$ cat config.mk
export PLATFORM = sky130hd
export DESIGN_NAME = ascp_serial_port
export DESIGN_NICKNAME = d
export VERILOG_FILES = /design/src/design/ascp_pkg.sv /design/src/design/ascp_fifo.sv /design/src/design/ascp_serial_port.sv
export SDC_FILE = /design/constraint.sdc
export NUM_CORES = 1
export LEC_CHECK = 0
export BUFFER_PORTS_ARGS = -buffer_cell sky130_fd_sc_hd__buf_2
export CAP_MARGIN = 20
export CORE_MARGIN = 5
export CORE_UTILIZATION = 65
export CTS_CLUSTER_DIAMETER = 100
export CTS_CLUSTER_SIZE = 12
export DETAILED_ROUTE_END_ITERATION = 6
export PLACE_DENSITY_LB_ADDON = 0.3
export SLEW_MARGIN = 20
export SYNTH_ARGS = -nofsm -noshare
export SYNTH_HDL_FRONTEND = slang
export SYNTH_SLANG_ARGS = --single-unit
$ cat constraint.sdc
create_clock -name ref_clk_i -period 15.09 [get_ports ref_clk_i]
set_input_delay 1.509 -clock ref_clk_i [delete_from_list [all_inputs] [get_ports ref_clk_i]]
set_output_delay 1.509 -clock ref_clk_i [all_outputs]
set_load 0.02 [all_outputs]
$ cat src/design/ascp_pkg.sv
package ascp_pkg;
	// System clock
	localparam int unsigned CLK_HZ = 125000000;
	// Modulator rates in normal and turbo operation
	localparam int unsigned MOD_HZ_NORMAL = 256000;
	localparam int unsigned MOD_HZ_TURBO = 512000;
	localparam int unsigned MOD_CYC_NORMAL = CLK_HZ / MOD_HZ_NORMAL;
	localparam int unsigned MOD_CYC_TURBO = CLK_HZ / MOD_HZ_TURBO;
	localparam logic [9:0] MOD_DIV_NORMAL = 10'(MOD_CYC_NORMAL);
	localparam logic [9:0] MOD_DIV_TURBO = 10'(MOD_CYC_TURBO);
	// Ready pulse width before a fresh result, in modulator periods
	localparam logic [1:0] RDY_PULSE_MOD = 2'h2;
	// Result format
	localparam int unsigned RES_W = 16;
	localparam int unsigned RAW_W = 24;
	localparam logic [15:0] RES_POS_FULL = 16'h7FFF;
	localparam logic [15:0] RES_NEG_FULL = 16'h8000;
	localparam int unsigned FIFO_DEPTH = 8;
	// Configuration register defaults and field positions
	localparam logic [7:0] CFG_DEFAULT = 8'h00;
	localparam int unsigned CFG_MODE_REG = 1;
	localparam int unsigned CFG_TURBO_BIT = 4;
	localparam int unsigned CFG_CONT_BIT = 2;
	localparam int unsigned CFG_RDYM_REG = 3;
	localparam int unsigned CFG_RDYM_BIT = 1;
	// Command byte patterns
	localparam logic [7:0] CMD_RESET = 8'h06;
	localparam logic [7:0] CMD_START = 8'h08;
	localparam logic [7:0] CMD_SLEEP = 8'h02;
	localparam logic [3:0] CMD_RDATA_HI = 4'h1;
	localparam logic [3:0] CMD_REGISTER_READ_CMD_HI = 4'h2;
	localparam logic [3:0] CMD_REGISTER_WRITE_CMD_HI = 4'h4;

	typedef logic [3:0][7:0] ascp_cfg_t;

	typedef struct packed {
		logic cs_n;
		logic sclk;
		logic din;
	} ascp_pins_t;

	typedef enum logic [1:0] {
		ST_CMD = 2'b00,
		ST_RDDATA = 2'b01,
		ST_RDREG = 2'b10,
		ST_WRREG = 2'b11
	} ascp_ser_t;

	typedef enum logic [1:0] {
		RD_HIGH = 2'b00,
		RD_LOW = 2'b01,
		RD_PULSE = 2'b10
	} ascp_rdy_t;
endpackage : ascp_pkg

$ cat src/design/ascp_fifo.sv
`timescale 1ns/10ps
module ascp_fifo #(
	parameter int unsigned WIDTH = 16,
	parameter int unsigned DEPTH = 8
) (
	input wire logic clk_i,
	input wire logic rst_i,
	input wire logic in_valid_i,
	output logic in_ready_o,
	input wire logic [WIDTH-1:0] in_data_i,
	output logic out_valid_o,
	input wire logic out_ready_i,
	output logic [WIDTH-1:0] out_data_o
);
	localparam int unsigned AW = $clog2(DEPTH);
	localparam int unsigned CW = $clog2(DEPTH + 1);
	localparam logic [CW-1:0] FULL = CW'(DEPTH);
	localparam logic [AW-1:0] LAST = AW'(DEPTH - 1);

	logic [WIDTH-1:0] mem_q [DEPTH];
	logic [AW-1:0] wr_q, wr_d, rd_q, rd_d;
	logic [CW-1:0] cnt_q, cnt_d;
	logic ready_q, ready_d;
	logic push, pop;

	assign push = in_valid_i && ready_q;
	assign pop = out_valid_o && out_ready_i;
	assign in_ready_o = ready_q;
	assign out_valid_o = (cnt_q != '0);
	assign out_data_o = mem_q[rd_q];

	always_comb begin
		wr_d = wr_q;
		rd_d = rd_q;
		cnt_d = cnt_q;
		if (push) begin
			wr_d = (wr_q == LAST) ? '0 : wr_q + AW'(1);
		end
		if (pop) begin
			rd_d = (rd_q == LAST) ? '0 : rd_q + AW'(1);
		end
		if (push && !pop) begin
			cnt_d = cnt_q + CW'(1);
		end else if (pop && !push) begin
			cnt_d = cnt_q - CW'(1);
		end
		// Registered ready keeps the source path short
		ready_d = (cnt_d != FULL);
	end

	always_ff @(posedge clk_i or posedge rst_i) begin
		if (rst_i) begin
			wr_q <= '0;
			rd_q <= '0;
			cnt_q <= '0;
			ready_q <= 1'b0;
		end else begin
			wr_q <= wr_d;
			rd_q <= rd_d;
			cnt_q <= cnt_d;
			ready_q <= ready_d;
		end
	end

	always_ff @(posedge clk_i) begin
		if (push) begin
			mem_q[wr_q] <= in_data_i;
		end
	end
endmodule : ascp_fifo

$ cat src/design/ascp_serial_port.sv
// Behaviour
// - Select high: reset interface, tristate output
// - Ready falls on result, rises on SCLK
// - Unread in continuous: pulse high one to two periods
// - Dedicated ready output always driven
// - Sample input on falling edges only
// - Shift output data on rising edges
// - Shared line mirrors ready fall when selected
// - Incomplete command times out, interface resets
// - Results are 16-bit two's complement
// - Overrange saturates to 7FFF or 8000
// - Reset command restores default settings
// - Start command restarts single conversion
// - Start command restarts continuous conversions
// - Decode sleep and read-data commands
// - Decode register read and write nibbles
// - rr picks start register, nn count-1
// - Mode one: launch rising, capture falling
// - Register write commits on final falling edge
`timescale 1ns/10ps
module ascp_serial_port #(
	parameter int unsigned TIMEOUT_NORMAL_MOD = 13955,
	parameter int unsigned TIMEOUT_TURBO_MOD = 27910
) (
	input wire logic ref_clk_i,
	input wire logic rst_i,
	input wire ascp_pkg::ascp_pins_t pins_i,
	output logic sdo_o,
	output logic sdo_oe_n_o,
	output logic result_ready_out_n_o,
	input wire logic conv_valid_i,
	input wire logic [ascp_pkg::RAW_W-1:0] conv_raw_i,
	output logic conv_ready_o,
	output ascp_pkg::ascp_cfg_t cfg_o,
	output logic start_o,
	output logic dev_reset_o,
	output logic sleep_o
);
	import ascp_pkg::*;

	localparam logic signed [RAW_W-1:0] RAW_MAX = RAW_W'($signed(RES_POS_FULL));
	localparam logic signed [RAW_W-1:0] RAW_MIN = -RAW_W'(32768);

	ascp_pins_t s1_q, s2_q;
	logic sclk_d1_q;
	logic cs_s, sclk_rise, sclk_fall, din_s;

	// Second stage alone looks at the first
	always_ff @(posedge ref_clk_i or posedge rst_i) begin
		if (rst_i) begin
			s1_q <= '{cs_n: 1'b1, sclk: 1'b0, din: 1'b0};
			s2_q <= '{cs_n: 1'b1, sclk: 1'b0, din: 1'b0};
			sclk_d1_q <= 1'b0;
		end else begin
			s1_q <= pins_i;
			s2_q <= s1_q;
			sclk_d1_q <= s2_q.sclk;
		end
	end

	assign cs_s = s2_q.cs_n;
	assign din_s = s2_q.din;
	assign sclk_rise = !cs_s && s2_q.sclk && !sclk_d1_q;
	assign sclk_fall = !cs_s && !s2_q.sclk && sclk_d1_q;

	// Modulator tick, rate follows the turbo bit
	logic [9:0] div_q, div_d;
	logic mod_tick, turbo;
	assign turbo = cfg_o[CFG_MODE_REG][CFG_TURBO_BIT];
	assign mod_tick = (div_q == 10'h000);
	always_comb begin
		div_d = mod_tick ? (turbo ? MOD_DIV_TURBO : MOD_DIV_NORMAL) - 10'h001 : div_q - 10'h001;
	end
	always_ff @(posedge ref_clk_i or posedge rst_i) begin
		if (rst_i) begin
			div_q <= 10'h000;
		end else begin
			div_q <= div_d;
		end
	end

	logic [RES_W-1:0] sat_word;
	always_comb begin
		if ($signed(conv_raw_i) > RAW_MAX) begin
			sat_word = RES_POS_FULL;
		end else if ($signed(conv_raw_i) < RAW_MIN) begin
			sat_word = RES_NEG_FULL;
		end else begin
			sat_word = conv_raw_i[RES_W-1:0];
		end
	end

	logic fifo_vld, fifo_pop, fifo_rdy;
	logic [RES_W-1:0] fifo_word;
	ascp_fifo #(
		.WIDTH(RES_W),
		.DEPTH(FIFO_DEPTH)
	) u_fifo (
		.clk_i(ref_clk_i),
		.rst_i(rst_i),
		.in_valid_i(conv_valid_i),
		.in_ready_o(fifo_rdy),
		.in_data_i(sat_word),
		.out_valid_o(fifo_vld),
		.out_ready_i(fifo_pop),
		.out_data_o(fifo_word)
	);

	// Serial engine and ready machine state
	ascp_ser_t st_q, st_d;
	ascp_rdy_t rdy_q, rdy_d;
	logic [2:0] bit_q, bit_d;
	logic byte_q, byte_d;
	logic [7:0] rx_q, rx_d, rx_byte;
	logic [15:0] buf_q, buf_d;
	// Spare top stage repeats the MSB so the first rise launches it, as mode one wants
	logic [16:0] tx_q, tx_d;
	logic act_q, act_d;
	logic [1:0] ptr_q, ptr_d, left_q, left_d, pcnt_q, pcnt_d;
	ascp_cfg_t cfg_d, pend_q, pend_d;
	logic [14:0] to_q, to_d;
	logic start_d, reset_d, sleep_d, rdy_n_d, sdo_d, rdrdy_q;
	logic to_hit, load_ok, load_new;

	assign rx_byte = {rx_q[6:0], din_s};
	assign to_hit = to_q >= (turbo ? 15'(TIMEOUT_TURBO_MOD) : 15'(TIMEOUT_NORMAL_MOD));
	// Swap the result only when deselected or at bit 0 in the command state, never on a rising edge
	assign load_ok = !sclk_rise && (cs_s || (st_q == ST_CMD && bit_q == 3'h0));

	always_comb begin
		rdy_d = rdy_q;
		pcnt_d = pcnt_q;
		buf_d = buf_q;
		load_new = 1'b0;
		rdy_n_d = result_ready_out_n_o;
		unique case (rdy_q)
			RD_HIGH: begin
				rdy_n_d = 1'b1;
				if (fifo_vld && load_ok) begin
					load_new = 1'b1;
					buf_d = fifo_word;
					rdy_d = RD_LOW;
					rdy_n_d = 1'b0;
				end
			end
			RD_LOW: begin
				if (sclk_rise) begin
					rdy_d = RD_HIGH;
					rdy_n_d = 1'b1;
				end else if (fifo_vld) begin
					rdy_d = RD_PULSE;
					pcnt_d = 2'h0;
					rdy_n_d = 1'b1;
				end
			end
			RD_PULSE: begin
				rdy_n_d = 1'b1;
				if (mod_tick) begin
					pcnt_d = pcnt_q + 2'h1;
					if (pcnt_q + 2'h1 == RDY_PULSE_MOD) begin
						rdy_d = RD_HIGH;
					end
				end
			end
			default: begin
				rdy_d = RD_HIGH;
				rdy_n_d = 1'b1;
			end
		endcase
	end
	assign fifo_pop = load_new;

	always_comb begin
		st_d = st_q;
		bit_d = bit_q;
		byte_d = byte_q;
		rx_d = rx_q;
		tx_d = tx_q;
		act_d = act_q;
		ptr_d = ptr_q;
		left_d = left_q;
		cfg_d = cfg_o;
		pend_d = pend_q;
		to_d = to_q;
		start_d = 1'b0;
		reset_d = 1'b0;
		sleep_d = sleep_o;
		if (cs_s || to_hit) begin
			st_d = ST_CMD;
			bit_d = 3'h0;
			byte_d = 1'b0;
			act_d = 1'b0;
			to_d = 15'h0000;
		end else begin
			if (st_q != ST_CMD || bit_q != 3'h0) begin
				to_d = mod_tick ? to_q + 15'h0001 : to_q;
			end else begin
				to_d = 15'h0000;
			end
			if (sclk_rise) begin
				tx_d = {tx_q[15:0], 1'b0};
				act_d = 1'b1;
			end
			// Capture on falling edge, MSB first
			if (sclk_fall) begin
				rx_d = rx_byte;
				bit_d = bit_q + 3'h1;
				if (bit_q == 3'h7) begin
					to_d = 15'h0000;
					unique case (st_q)
						ST_CMD: begin
							if (rx_byte[7:1] == CMD_RESET[7:1]) begin
								reset_d = 1'b1;
								cfg_d = {4{CFG_DEFAULT}};
								sleep_d = 1'b0;
							end else if (rx_byte[7:1] == CMD_START[7:1]) begin
								start_d = 1'b1;
								sleep_d = 1'b0;
							end else if (rx_byte[7:1] == CMD_SLEEP[7:1]) begin
								sleep_d = 1'b1;
							end else if (rx_byte[7:4] == CMD_RDATA_HI) begin
								tx_d = {buf_q[15], buf_q};
								st_d = ST_RDDATA;
								byte_d = 1'b0;
							end else if (rx_byte[7:4] == CMD_REGISTER_READ_CMD_HI) begin
								ptr_d = rx_byte[3:2];
								left_d = rx_byte[1:0];
								tx_d = {cfg_o[rx_byte[3:2]][7], cfg_o[rx_byte[3:2]], 8'h00};
								st_d = ST_RDREG;
							end else if (rx_byte[7:4] == CMD_REGISTER_WRITE_CMD_HI) begin
								ptr_d = rx_byte[3:2];
								left_d = rx_byte[1:0];
								pend_d = cfg_o;
								st_d = ST_WRREG;
							end
						end
						ST_RDDATA: begin
							byte_d = 1'b1;
							if (byte_q) begin
								st_d = ST_CMD;
							end
						end
						ST_RDREG: begin
							if (left_q == 2'h0) begin
								st_d = ST_CMD;
							end else begin
								ptr_d = ptr_q + 2'h1;
								left_d = left_q - 2'h1;
								tx_d = {cfg_o[ptr_q + 2'h1][7], cfg_o[ptr_q + 2'h1], 8'h00};
							end
						end
						ST_WRREG: begin
							pend_d[ptr_q] = rx_byte;
							ptr_d = ptr_q + 2'h1;
							left_d = left_q - 2'h1;
							if (left_q == 2'h0) begin
								cfg_d = pend_d;
								start_d = 1'b1;
								sleep_d = 1'b0;
								st_d = ST_CMD;
							end
						end
					endcase
				end
			end
			if (load_new) begin
				tx_d = {fifo_word[15], fifo_word};
				act_d = 1'b0;
			end
		end
		// Shared line shows ready until data shifting starts
		if (cfg_d[CFG_RDYM_REG][CFG_RDYM_BIT] && !act_d) begin
			sdo_d = rdy_n_d;
		end else begin
			sdo_d = tx_d[16];
		end
	end

	always_ff @(posedge ref_clk_i or posedge rst_i) begin
		if (rst_i) begin
			st_q <= ST_CMD;
			rdy_q <= RD_HIGH;
			bit_q <= 3'h0;
			byte_q <= 1'b0;
			rx_q <= 8'h00;
			tx_q <= 17'h00000;
			buf_q <= 16'h0000;
			act_q <= 1'b0;
			ptr_q <= 2'h0;
			left_q <= 2'h0;
			pcnt_q <= 2'h0;
			pend_q <= {4{CFG_DEFAULT}};
			cfg_o <= {4{CFG_DEFAULT}};
			to_q <= 15'h0000;
			start_o <= 1'b0;
			dev_reset_o <= 1'b0;
			sleep_o <= 1'b0;
			sdo_o <= 1'b1;
			sdo_oe_n_o <= 1'b1;
			result_ready_out_n_o <= 1'b1;
			conv_ready_o <= 1'b0;
			rdrdy_q <= 1'b0;
		end else begin
			st_q <= st_d;
			rdy_q <= rdy_d;
			bit_q <= bit_d;
			byte_q <= byte_d;
			rx_q <= rx_d;
			tx_q <= tx_d;
			buf_q <= buf_d;
			act_q <= act_d;
			ptr_q <= ptr_d;
			left_q <= left_d;
			pcnt_q <= pcnt_d;
			pend_q <= pend_d;
			cfg_o <= cfg_d;
			to_q <= to_d;
			start_o <= start_d;
			dev_reset_o <= reset_d;
			sleep_o <= sleep_d;
			sdo_o <= sdo_d;
			sdo_oe_n_o <= cs_s;
			result_ready_out_n_o <= rdy_n_d;
			conv_ready_o <= fifo_rdy;
			rdrdy_q <= (rdy_q == RD_PULSE);
		end
	end
endmodule : ascp_serial_port

==> results of run 1 <==
## metal layers
| layer | vias to the layer above | track usage, % |
|---|---|---|
| met2 | 373 | 41.4 |
| met1 | 4842 | 35.3 |
| li1 | 4334 | - |
| met5 | - | 0 |
| met4 | 0 | 6.90 |
| met3 | 50 | 3.57 |
## critical path: stages (launching register included)
cell and delay, ps:
dfrtp_1 630, inv_1 240, ha_1 250, or4_1 530
a311oi_2 350, a211oi_2 210, nor3_4 200, buf_4 480
o21a_1 390, a2bb2oi_1 200
## cells in the final DEF (no fill, tap or decap), drive strengths merged, types with 15 or more instances in the layout
cell type and n:
mux2i 54, clkbuf 48, o21a 22, mux2 42, inv 28, a211oi 16, a21o 15, buf 91
nor2 99, a21oi 37, mux4 48, a2bb2oi 30, ha 33, o22ai 30, o21ai 52, nor3 21
nand3 16, dfrtp 164, edfxtp 128, nand2 77, xnor2 19
## flip-flops by register name (all words and copies together), names as in the netlist, 3 cells and up
name / count
bit_q: 3
buf_q: 16
cfg_o: 32
div_q: 10
pend_q: 32
rx_q: 7
s1_q: 3
to_q: 15
tx_q: 17
u_fifo.cnt_q: 4
u_fifo.mem_q: 128
u_fifo.rd_q: 3
u_fifo.wr_q: 3
## logic make-up after synthesis
logic type      synth area share (%)
simple gates                    8.99
flops                           56.0
fa+ha+maj                       2.86
xor+xnor                        1.52
buf+inv                         3.02
compound gates                  13.2
mux                             14.5
## layout make-up
type / count / area share (%)
timing repair buffer: 91 / 3.24
multi-input combinational: 730 / 37.7
tap: 280 / 2.21
clock buffer: 48 / 4.90
clock inverter: 2 / 0.221
sequential: 297 / 51.0
inverter: 28 / 0.695
## Yosys cell counts, drive strengths merged, types with 15 or more instances
cell / instances / area share, %
nand2: 77 / 2.0
mux2i: 54 / 3.7
a2bb2oi: 30 / 2.6
a21o: 15 / 0.78
dfrtp: 164 / 28
nor3: 21 / 0.76
o21ai: 52 / 1.8
edfxtp: 128 / 27
xnor2: 19 / 1.2
mux2: 42 / 3.3
nand3: 16 / 0.59
a21oi: 37 / 1.3
a211oi: 16 / 0.94
o22ai: 30 / 1.3
ha: 33 / 2.9
nor2: 99 / 2.6
mux4: 48 / 7.5
clkbuf: 46 / 1.2
inv: 28 / 0.73
o21a: 22 / 1.3
buf: 24 / 1.1
## metrics by stage
step                setup slack [ps]  utilization, %
floorplan                       9010               -
global placement               11510            68.8
detailed placement             11290            68.8
CTS                            11320            72.5
global route                   11290            72.5
finish                         11530            72.5
## power by group through the flow
stage / clock (mW) / sequential [mW] / combinational (mW)
after floorplan: 0 / 1.03 / 0.455
after global placement: 0 / 1.05 / 0.572
after detailed placement: 0 / 1.06 / 0.590
after CTS: 0.652 / 1.05 / 0.595
after global routing: 0.687 / 1.06 / 0.652
final: 0.639 / 1.05 / 0.590
## path summary, 6_finish.rpt
kind                                              end  slack [ps]  cells after the start
hold / removal                        din_s$_DFF_PP0_         350                      0
setup / recovery                pend_q[5]$_DFFE_PP0P_       11530                      9
min in group asynchronous      pend_q[10]$_DFFE_PP0P_        1160                      2
max in group asynchronous  u_fifo.rd_q[0]$_DFFE_PP0P_       12500                      3
hold reg to reg                       din_s$_DFF_PP0_         350                      0
setup reg to reg                pend_q[5]$_DFFE_PP0P_       11530                      9
==> results.py, run 1 <==
metrics = {
    "logic_synthesis": {
        "synth_ff_type": "dfrtp_1",
        "synth_seq_area_share_pct": 56.0,
        "async_flop_share_pct": 56.9,
        "synth_cells": 1125,
        "syn_avg_cell_area_sq_um": 12.8,
        "ys_seq_elements": 297,
        "ys_types": 72,
        "yosys_warnings": 0,
        "synth_nets": 1188,
        "synth_area_sq_um": 14400,
        "synth_edf_count": 128,
    },
    "cts": {
        "cts_buffer_depth": 3,
        "clk_latency_ps": 570,
        "clkSlewWorstSetupHoldPaths_ps": 60,
        "cts_root_buffer": "clkbuf_16",
        "cts_tree": "built",
        "cts_buffers": 28,
        "cts_setup_buffers": 0,
        "clock-sinks": 297,
        "htreeDepth": 1,
        "hold_buffers": 0,
        "cts_resized": 0,
    },
    "sta": {
        "tightest_slew_ps": 1020,
        "slew_violations": 0,
        "tns_ps": 0,
        "relSlewSlack_pct": 31.6,
        "fin_crit_ps": 3560,
        "fmax_ghz": 0.281,
        "hold_viol_final": 0,
        "timing.hold.ws_ps": 349,
        "post-route-period-util_pct": 23.6,
        "setup_violations": 0,
        "rsz0062_at_grt": "no",
        "fin_worst_skew_ps": 40.5,
    },
    "place": {
        "dpl_cell_area_sq_um": 15000,
        "placedCellCount": 1426,
        "port_buffers": 68,
        "place.gp.congestion": 0.830,
        "dp_hpwl_mm": 20.5,
    },
    "layout": {
        "nFillCells": 1414,
        "multiInputGateArea_sq_um": 5970,
        "diodes": 0,
        "drive_gt1_share_pct": 19.7,
        "instances_no_fill": 1476,
        "design_area_sq_um": 15800,
        "register_area_sq_um": 8080,
        "fin_nets": 1239,
        "syn2layout_area_growth_pct": 9.65,
    },
    "status": {
        "outcome": "complete, no violations",
    },
    "setup_path": {
        "worstSetupStartpointType": "flop",
        "required_ps": 15540,
        "cp_data_arrival_time_ps": 4020,
        "r2r_start": "cfg_o[12]$_DFFE_PP0P_",
        "cp_max_fo": 38,
        "crit_path_start": "cfg_o[12]$_DFFE_PP0P_",
        "critPathKind": "flop to flop",
        "cp-end-kind": "flop",
    },
    "global_routing": {
        "grt_max_degree": 103,
        "grt_usage_pct": 25.0,
        "grt_pass1_wl_mm": 52.4,
        "grt_antenna_before_repair": 0,
        "first_global_vias": 9673,
        "overflow": 0,
    },
    "route": {
        "vias": 9599,
        "met2WireLength_mm": 15.9,
        "drt_pre_antenna_iters": 5,
        "wl_met1_mm": 13.3,
        "drtIter0Drc": 755,
        "wire_per_inst_um": 21.8,
        "wl_met3_mm": 2.22,
        "routed_wl_mm": 32.1,
        "route.detailed.drc": 0,
        "postRouteAntennaNets": 0,
        "maxUsedRoutingLayer": "met4",
        "routed_via_density": 6.50,
    },
    "power_and_ir_drop": {
        "p_sw_share_pct": 30.9,
        "switching_power_uw": 704,
        "power.leakage_nw": 6.31,
        "p_total_mw": 2.28,
        "clkPwrFrac_pct": 28.1,
        "power_frac_seq_pct": 46.1,
        "peakVddDrop_uv": 109,
        "p_per_area_nw_per_um2": 144,
        "comb_power_share_pct": 25.9,
        "intPower_mw": 1.57,
    },
    "die": {
        "rows": 54,
        "io_pins": 69,
        "die_area_sq_um": 25300,
        "fp.coreArea_sq_um": 21800,
        "die_width_um": 159,
        "dieHeight_um": 159,
        "start_util_pct": 66.2,
    },
    "flow_run": {
        "maxCapViolations": 0,
    },
    "worst_hold_path": {
        "hold_path_class": "flop to flop",
        "worstHoldStart": "s1_q[0]$_DFF_PP0_",
    },
}
(Power assumes the default switching activity.)
==> run 2, diff against run 1 <==
ABC_AREA = 1   (was default)
CORE_UTILIZATION = 62   (was 65)
clock period = 3.7 ns   (was 15.09 ns; I/O delays follow)
==> run 2 against run 1 <==
Net effect: global-route usage is 1.0 points higher; critical path depth is 5 higher; synthesized area is 2.2% higher; clock power grew to 4.1 times the previous value; synthesized cell count is 47% higher; critical path type unchanged; first-iteration DRC count is 85% higher; utilization is 3.3 points lower; setup slack worse by 11000 ps; largest cell class unchanged; power grew to 4.1 times the previous value; register-to-register slack worse by 11000 ps.
==> results.py, run 2 <==
metrics = {
    "setup_path": {
        "cp_max_fo": 64,
        "crit_path_start": "cfg_o[12]$_DFFE_PP0P_",
        "required_ps": 4170,
        "worstSetupStartpointType": "flop",
        "reg2regPathDepth": 14,
        "cp-end-kind": "flop",
        "r2r_start": "cfg_o[12]$_DFFE_PP0P_",
        "r2r_slack_ps": 490,
        "cp_data_arrival_time_ps": 3680,
        "reg2reg_to": "pend_q[7]$_DFFE_PP0P_",
        "critPathKind": "flop to flop",
    },
    "power_and_ir_drop": {
        "power.leakage_nw": 6.88,
        "clkPwrFrac_pct": 27.6,
        "switching_power_mw": 3.22,
        "p_sw_share_pct": 34.1,
        "peakVddDrop_uv": 556,
        "comb_power_share_pct": 28.1,
        "p_per_area_nw_per_um2": 581,
        "intPower_mw": 6.23,
        "power_frac_seq_pct": 44.3,
        "p_total_mw": 9.44,
    },
    "global_routing": {
        "grt_usage_pct": 26.1,
        "grt_pass1_wl_mm": 57.0,
        "grt_max_degree": 90,
        "overflow": 0,
        "grt_antenna_before_repair": 0,
        "first_global_vias": 11200,
    },
    "cts": {
        "clk_latency_ps": 570,
        "hold_buffers": 4,
        "cts_tree": "built",
        "cts_buffer_depth": 3,
        "clock-sinks": 297,
        "htreeDepth": 1,
        "cts_setup_buffers": 0,
        "clkSlewWorstSetupHoldPaths_ps": 60,
        "cts_buffers": 28,
        "cts_root_buffer": "clkbuf_16",
        "cts_resized": 0,
    },
    "sta": {
        "post-route-period-util_pct": 86.8,
        "tightest_slew_ps": 1040,
        "fin_crit_ps": 3210,
        "fin_worst_skew_ps": 31.1,
        "tns_ps": 0,
        "slew_violations": 0,
        "worst_slack_ps": 488,
        "relSlewSlack_pct": 30.0,
        "timing.hold.ws_ps": 115,
        "hold_viol_final": 0,
        "rsz0062_at_grt": "no",
        "fmax_ghz": 0.311,
        "setup_violations": 0,
    },
    "layout": {
        "fin_nets": 1761,
        "syn2layout_area_growth_pct": 10.0,
        "reg_top3": "u_fifo.mem_q (128), cfg_o (32), pend_q (32)",
        "largest_reg_flops": 128,
        "drive_gt1_share_pct": 9.37,
        "regMostFlops": "u_fifo.mem_q",
        "layout_common_cells": "375 x nand2_1, 204 x nor2_1, 163 x dfrtp_1",
        "final_common_cell": "nand2_1",
        "diodes": 0,
        "nFillCells": 1779,
        "design_area_sq_um": 16200,
    },
    "route": {
        "wire_per_inst_um": 17.3,
        "vias": 11900,
        "drtIter0Drc": 1398,
        "routed_via_density": 5.85,
        "route.detailed.drc": 0,
        "postRouteAntennaNets": 0,
        "drt_pre_antenna_iters": 7,
        "routed_wl_mm": 35.2,
    },
    "worst_hold_path": {
        "worstHoldStart": "conv_raw_i[23]",
        "min_to": "u_fifo.mem_q[0][15]$_DFFE_PP_",
        "hold_path_class": "input port to flop",
        "min_path_cells": 1,
    },
    "logic_synthesis": {
        "synth_edf_count": 128,
        "synth_seq_area_share_pct": 54.7,
        "netlist.top_cell.by_area": "dfrtp_1",
        "synth.most_common_cell": "nand2_1",
        "synth_nets": 1714,
        "synth_area_sq_um": 14800,
        "yosys_warnings": 0,
        "synth_ff_type": "dfrtp_1",
        "synth_area_leaders": "dfrtp_1 28%, edfxtp_1 26%, nand2_1 9.5%, nor2_1 5.2%, o21ai_0 5.0%",
        "ys_seq_elements": 297,
        "synth_cells": 1651,
        "synth.top_cells.by_count": "375 x nand2_1, 204 x nor2_1, 164 x dfrtp_1, 148 x o21ai_0, 135 x inv_1",
        "post-synth-top-area-fraction_pct": 27.8,
        "async_flop_share_pct": 56.9,
        "syn_avg_cell_area_sq_um": 8.94,
        "ys_types": 50,
    },
    "die": {
        "rows": 56,
        "start_util_pct": 62.9,
        "fp.coreArea_sq_um": 23500,
        "die_area_sq_um": 27000,
        "die_width_um": 164,
        "dieHeight_um": 164,
        "io_pins": 69,
    },
    "place": {
        "port_buffers": 68,
        "dp_hpwl_mm": 23.3,
        "dpl_cell_area_sq_um": 15400,
        "place.gp.congestion": 0.930,
        "place_ws_ps": 558,
    },
    "flow_run": {
        "maxCapViolations": 0,
    },
    "status": {
        "outcome": "complete, no violations",
    },
}
-- run 2: worst max path at each step --
stage | slack (ps) | endpoint
6_report | 490 | pend_q[7]$_DFFE_PP0P_
5_1_grt | 190 | pend_q[17]$_DFFE_PP0P_
4_1_cts | 540 | pend_q[7]$_DFFE_PP0P_
3_5_place_dp | 560 | pend_q[7]$_DFFE_PP0P_
3_3_place_gp | 660 | pend_q[27]$_DFFE_PP0P_
2_1_floorplan | 1180 | act_q$_DFF_PP0_
-- run 2: kinds of logic after synthesis --
| family | count (synthesis) | share of synthesized area (%) |
|---|---|---|
| flops | 297 | 54.7 |
| mux | 4 | 0.271 |
| compound gates | 393 | 16.3 |
| xor+xnor | 16 | 0.949 |
| fa+ha+maj | 33 | 2.80 |
| simple gates | 684 | 19.0 |
| buf+inv | 224 | 5.96 |
-- run 2: area by class of cell --
class,instances,area (sq um),area share (%)
Inverter,144,544,3.35
Clock inverter,2,35.0,0.216
Timing Repair Buffer,97,606,3.73
Tap cell,319,399,2.46
Clock buffer,48,776,4.78
Sequential cell,297,8080,49.7
Multi-Input combinational cell,1130,5800,35.7
-- run 2: critical path, stage by stage, from the launching register on --
cell and delay, ps:
dfrtp_1 540, inv_1 230, ha_1 380, nand2_1 80, nor2_1 50, and2_1 160
nand2_1 70, nand3_1 80, nor2_2 130, nand2_2 70, inv_2 230, nand3_4 150
nor2_8 660, nor2_1 120, a21oi_2 140
-- run 2: layer usage --
layer,vias to the layer above,track usage [%],routed length (um)
met2,436,44.3,17200
met1,5723,36.1,14900
li1,5697,-,-
met4,0,6.44,872
met5,-,0,0
met3,69,3.14,2150
-- run 2: power groups by stage --
stage	registers (mW)	logic [mW]	clock network, mW
2_1_floorplan	4.15	1.95	0
3_3_place_gp	4.22	2.53	0
3_5_place_dp	4.23	2.61	0
4_1_cts	4.17	2.65	2.66
5_1_grt	4.22	2.99	2.77
6_report	4.18	2.65	2.61
-- run 2: stage by stage --
stage	instances	utilization [%]
floorplan	1651	-
global placement	1983	65.6
detailed placement	1983	65.6
CTS	2037	69.2
global route	2037	69.2
finish	2037	69.2
==> run 3, diff against run 2 <==
ABC_AREA = 0   (was 1)
==> run 3 against run 2 <==
Net effect: critical path type unchanged; sequential share of layout area increased by 0.65 points; non-clock buffer count grew 11; fmax up 6.0%; clock skew is 10 ps higher; flip-flop and latch count stayed put; critical endpoint is now pend_q[17]$_DFFE_PP0P_; via count is 19% lower; wire length down 6.8%; worst hold slack better by 36 ps; setup slack improved by 180 ps; register-to-register slack gained 180 ps.
==> results.py, run 3 (same netlist as run 1, synthesis figures left out) <==
metrics = {
    "die": {
        "rows": 55,
        "start_util_pct": 63.4,
        "dieHeight_um": 163,
        "fp.coreArea_sq_um": 22800,
        "io_pins": 69,
        "die_width_um": 163,
        "die_area_sq_um": 26400,
    },
    "place": {
        "place_ws_ps": 754,
        "placedCellCount": 1470,
        "port_buffers": 68,
        "place.gp.congestion": 0.865,
        "dpl_cell_area_sq_um": 15200,
        "dp_hpwl_mm": 21.5,
    },
    "flow_run": {
        "maxCapViolations": 0,
    },
    "setup_path": {
        "reg2regPathDepth": 9,
        "r2r_start": "cfg_o[12]$_DFFE_PP0P_",
        "critPathKind": "flop to flop",
        "reg2reg_to": "pend_q[17]$_DFFE_PP0P_",
        "worstSetupStartpointType": "flop",
        "cp_data_arrival_time_ps": 3500,
        "required_ps": 4170,
        "cp-end-kind": "flop",
        "cp_max_fo": 16,
        "r2r_slack_ps": 670,
    },
    "status": {
        "outcome": "complete, no violations",
    },
    "global_routing": {
        "overflow": 0,
        "grt_antenna_before_repair": 0,
        "first_global_vias": 9653,
        "grt_usage_pct": 25.0,
        "grt_max_degree": 57,
        "grt_pass1_wl_mm": 53.1,
    },
    "layout": {
        "syn2layout_area_growth_pct": 11.0,
        "design_area_sq_um": 16000,
        "nFillCells": 1584,
        "regMostFlops": "u_fifo.mem_q",
        "final_common_cell": "dfrtp_1",
        "largest_reg_flops": 128,
        "reg_top3": "u_fifo.mem_q (128), cfg_o (32), pend_q (32)",
        "fin_nets": 1256,
        "utilization_pct": 70.4,
        "layout_common_cells": "163 x dfrtp_1, 128 x edfxtp_1, 99 x nor2_1",
        "diodes": 0,
        "drive_gt1_share_pct": 20.4,
        "instances_no_fill": 1526,
    },
    "cts": {
        "clk_latency_ps": 570,
        "cts_root_buffer": "clkbuf_16",
        "clock-sinks": 297,
        "clkSlewWorstSetupHoldPaths_ps": 70,
        "cts_buffer_depth": 3,
        "cts_tree": "built",
        "htreeDepth": 1,
        "cts_resized": 0,
        "cts_buffers": 28,
        "hold_buffers": 3,
        "cts_setup_buffers": 0,
    },
    "route": {
        "routed_wl_mm": 32.8,
        "routed_via_density": 6.32,
        "drtIter0Drc": 795,
        "wire_per_inst_um": 21.5,
        "vias": 9644,
        "postRouteAntennaNets": 0,
        "route.detailed.drc": 0,
        "drt_pre_antenna_iters": 5,
    },
    "sta": {
        "post-route-period-util_pct": 81.9,
        "rsz0062_at_grt": "no",
        "tns_ps": 0,
        "timing.hold.ws_ps": 151,
        "setup_violations": 0,
        "worst_slack_ps": 670,
        "fin_crit_ps": 3030,
        "tightest_slew_ps": 973,
        "relSlewSlack_pct": 34.4,
        "fmax_ghz": 0.330,
        "fin_worst_skew_ps": 41.1,
        "slew_violations": 0,
        "hold_viol_final": 0,
    },
    "power_and_ir_drop": {
        "peakVddDrop_uv": 546,
        "switching_power_mw": 2.89,
        "intPower_mw": 6.44,
        "clkPwrFrac_pct": 28.1,
        "p_sw_share_pct": 31.0,
        "comb_power_share_pct": 24.8,
        "p_per_area_nw_per_um2": 582,
        "p_total_mw": 9.32,
        "power.leakage_nw": 6.40,
        "power_frac_seq_pct": 47.1,
    },
    "worst_hold_path": {
        "min_to": "u_fifo.mem_q[0][15]$_DFFE_PP_",
        "min_path_cells": 1,
        "worstHoldStart": "conv_raw_i[23]",
        "hold_path_class": "input port to flop",
    },
}
-- run 3: changes by cell type in the layout (fill, tap and decap cells not counted), moves of 26 or more --
| cell | change |
|---|---|
| o21ai_0 | -97 |
| mux2i_1 | +50 |
| inv_1 | -106 |
| nand2_1 | -298 |
| o22ai_1 | +26 |
| mux4_2 | +48 |
| nor2_1 | -105 |
| o31ai_1 | -33 |
| a21oi_1 | -55 |
| nand3_1 | -26 |
| o32ai_1 | -26 |
| mux2_1 | +28 |
-- run 3: power groups by stage --
stage	sequential [mW]	combinational (mW)	clock (mW)
finish	4.39	2.32	2.62
global route	4.45	2.56	2.82
CTS	4.39	2.33	2.67
detailed placement	4.45	2.30	0
global placement	4.42	2.23	0
floorplan	4.21	1.86	0
-- run 3: cell type report --
class	instances	area (sq um)	share of cell area (%)
Clock inverter	2	35.0	0.219
Tap cell	313	392	2.44
Multi-Input combinational cell	730	5970	37.2
Clock buffer	48	776	4.84
Timing Repair Buffer	108	676	4.21
Inverter	28	109	0.679
Sequential cell	297	8080	50.4
-- run 3: worst max-delay path by stage --
| stage | start | end | slack (ps) |
|---|---|---|---|
| after floorplan | cfg_o[12]$_DFFE_PP0P_ | cfg_o[0]$_DFFE_PP0P_ | 880 |
| after global placement | cfg_o[12]$_DFFE_PP0P_ | pend_q[20]$_DFFE_PP0P_ | 830 |
| after detailed placement | cfg_o[12]$_DFFE_PP0P_ | pend_q[17]$_DFFE_PP0P_ | 750 |
| after CTS | cfg_o[12]$_DFFE_PP0P_ | pend_q[17]$_DFFE_PP0P_ | 700 |
| after global routing | st_q[1]$_DFFE_PP0P_ | tx_q[9]$_DFFE_PP0P_ | 570 |
| final | cfg_o[12]$_DFFE_PP0P_ | pend_q[17]$_DFFE_PP0P_ | 670 |
-- run 3: routing by layer --
layer  global-route usage, %  part of all wire, %  vias to the layer above
li1                        -                    -                     4375
met1                    35.1                   42                     4859
met2                    41.2                   49                      342
met3                    4.20                  6.2                       68
met4                    6.60                  2.5                        0
met5                       0                    0                        -
-- run 3: critical path, stage by stage (launching register included) --
cell and delay, ps:
dfrtp_1 350, inv_1 120, ha_1 220, or4_1 530, a311oi_2 320, a211oi_2 200
nor3_4 440, buf_4 350, o21a_4 270, a2bb2oi_2 140
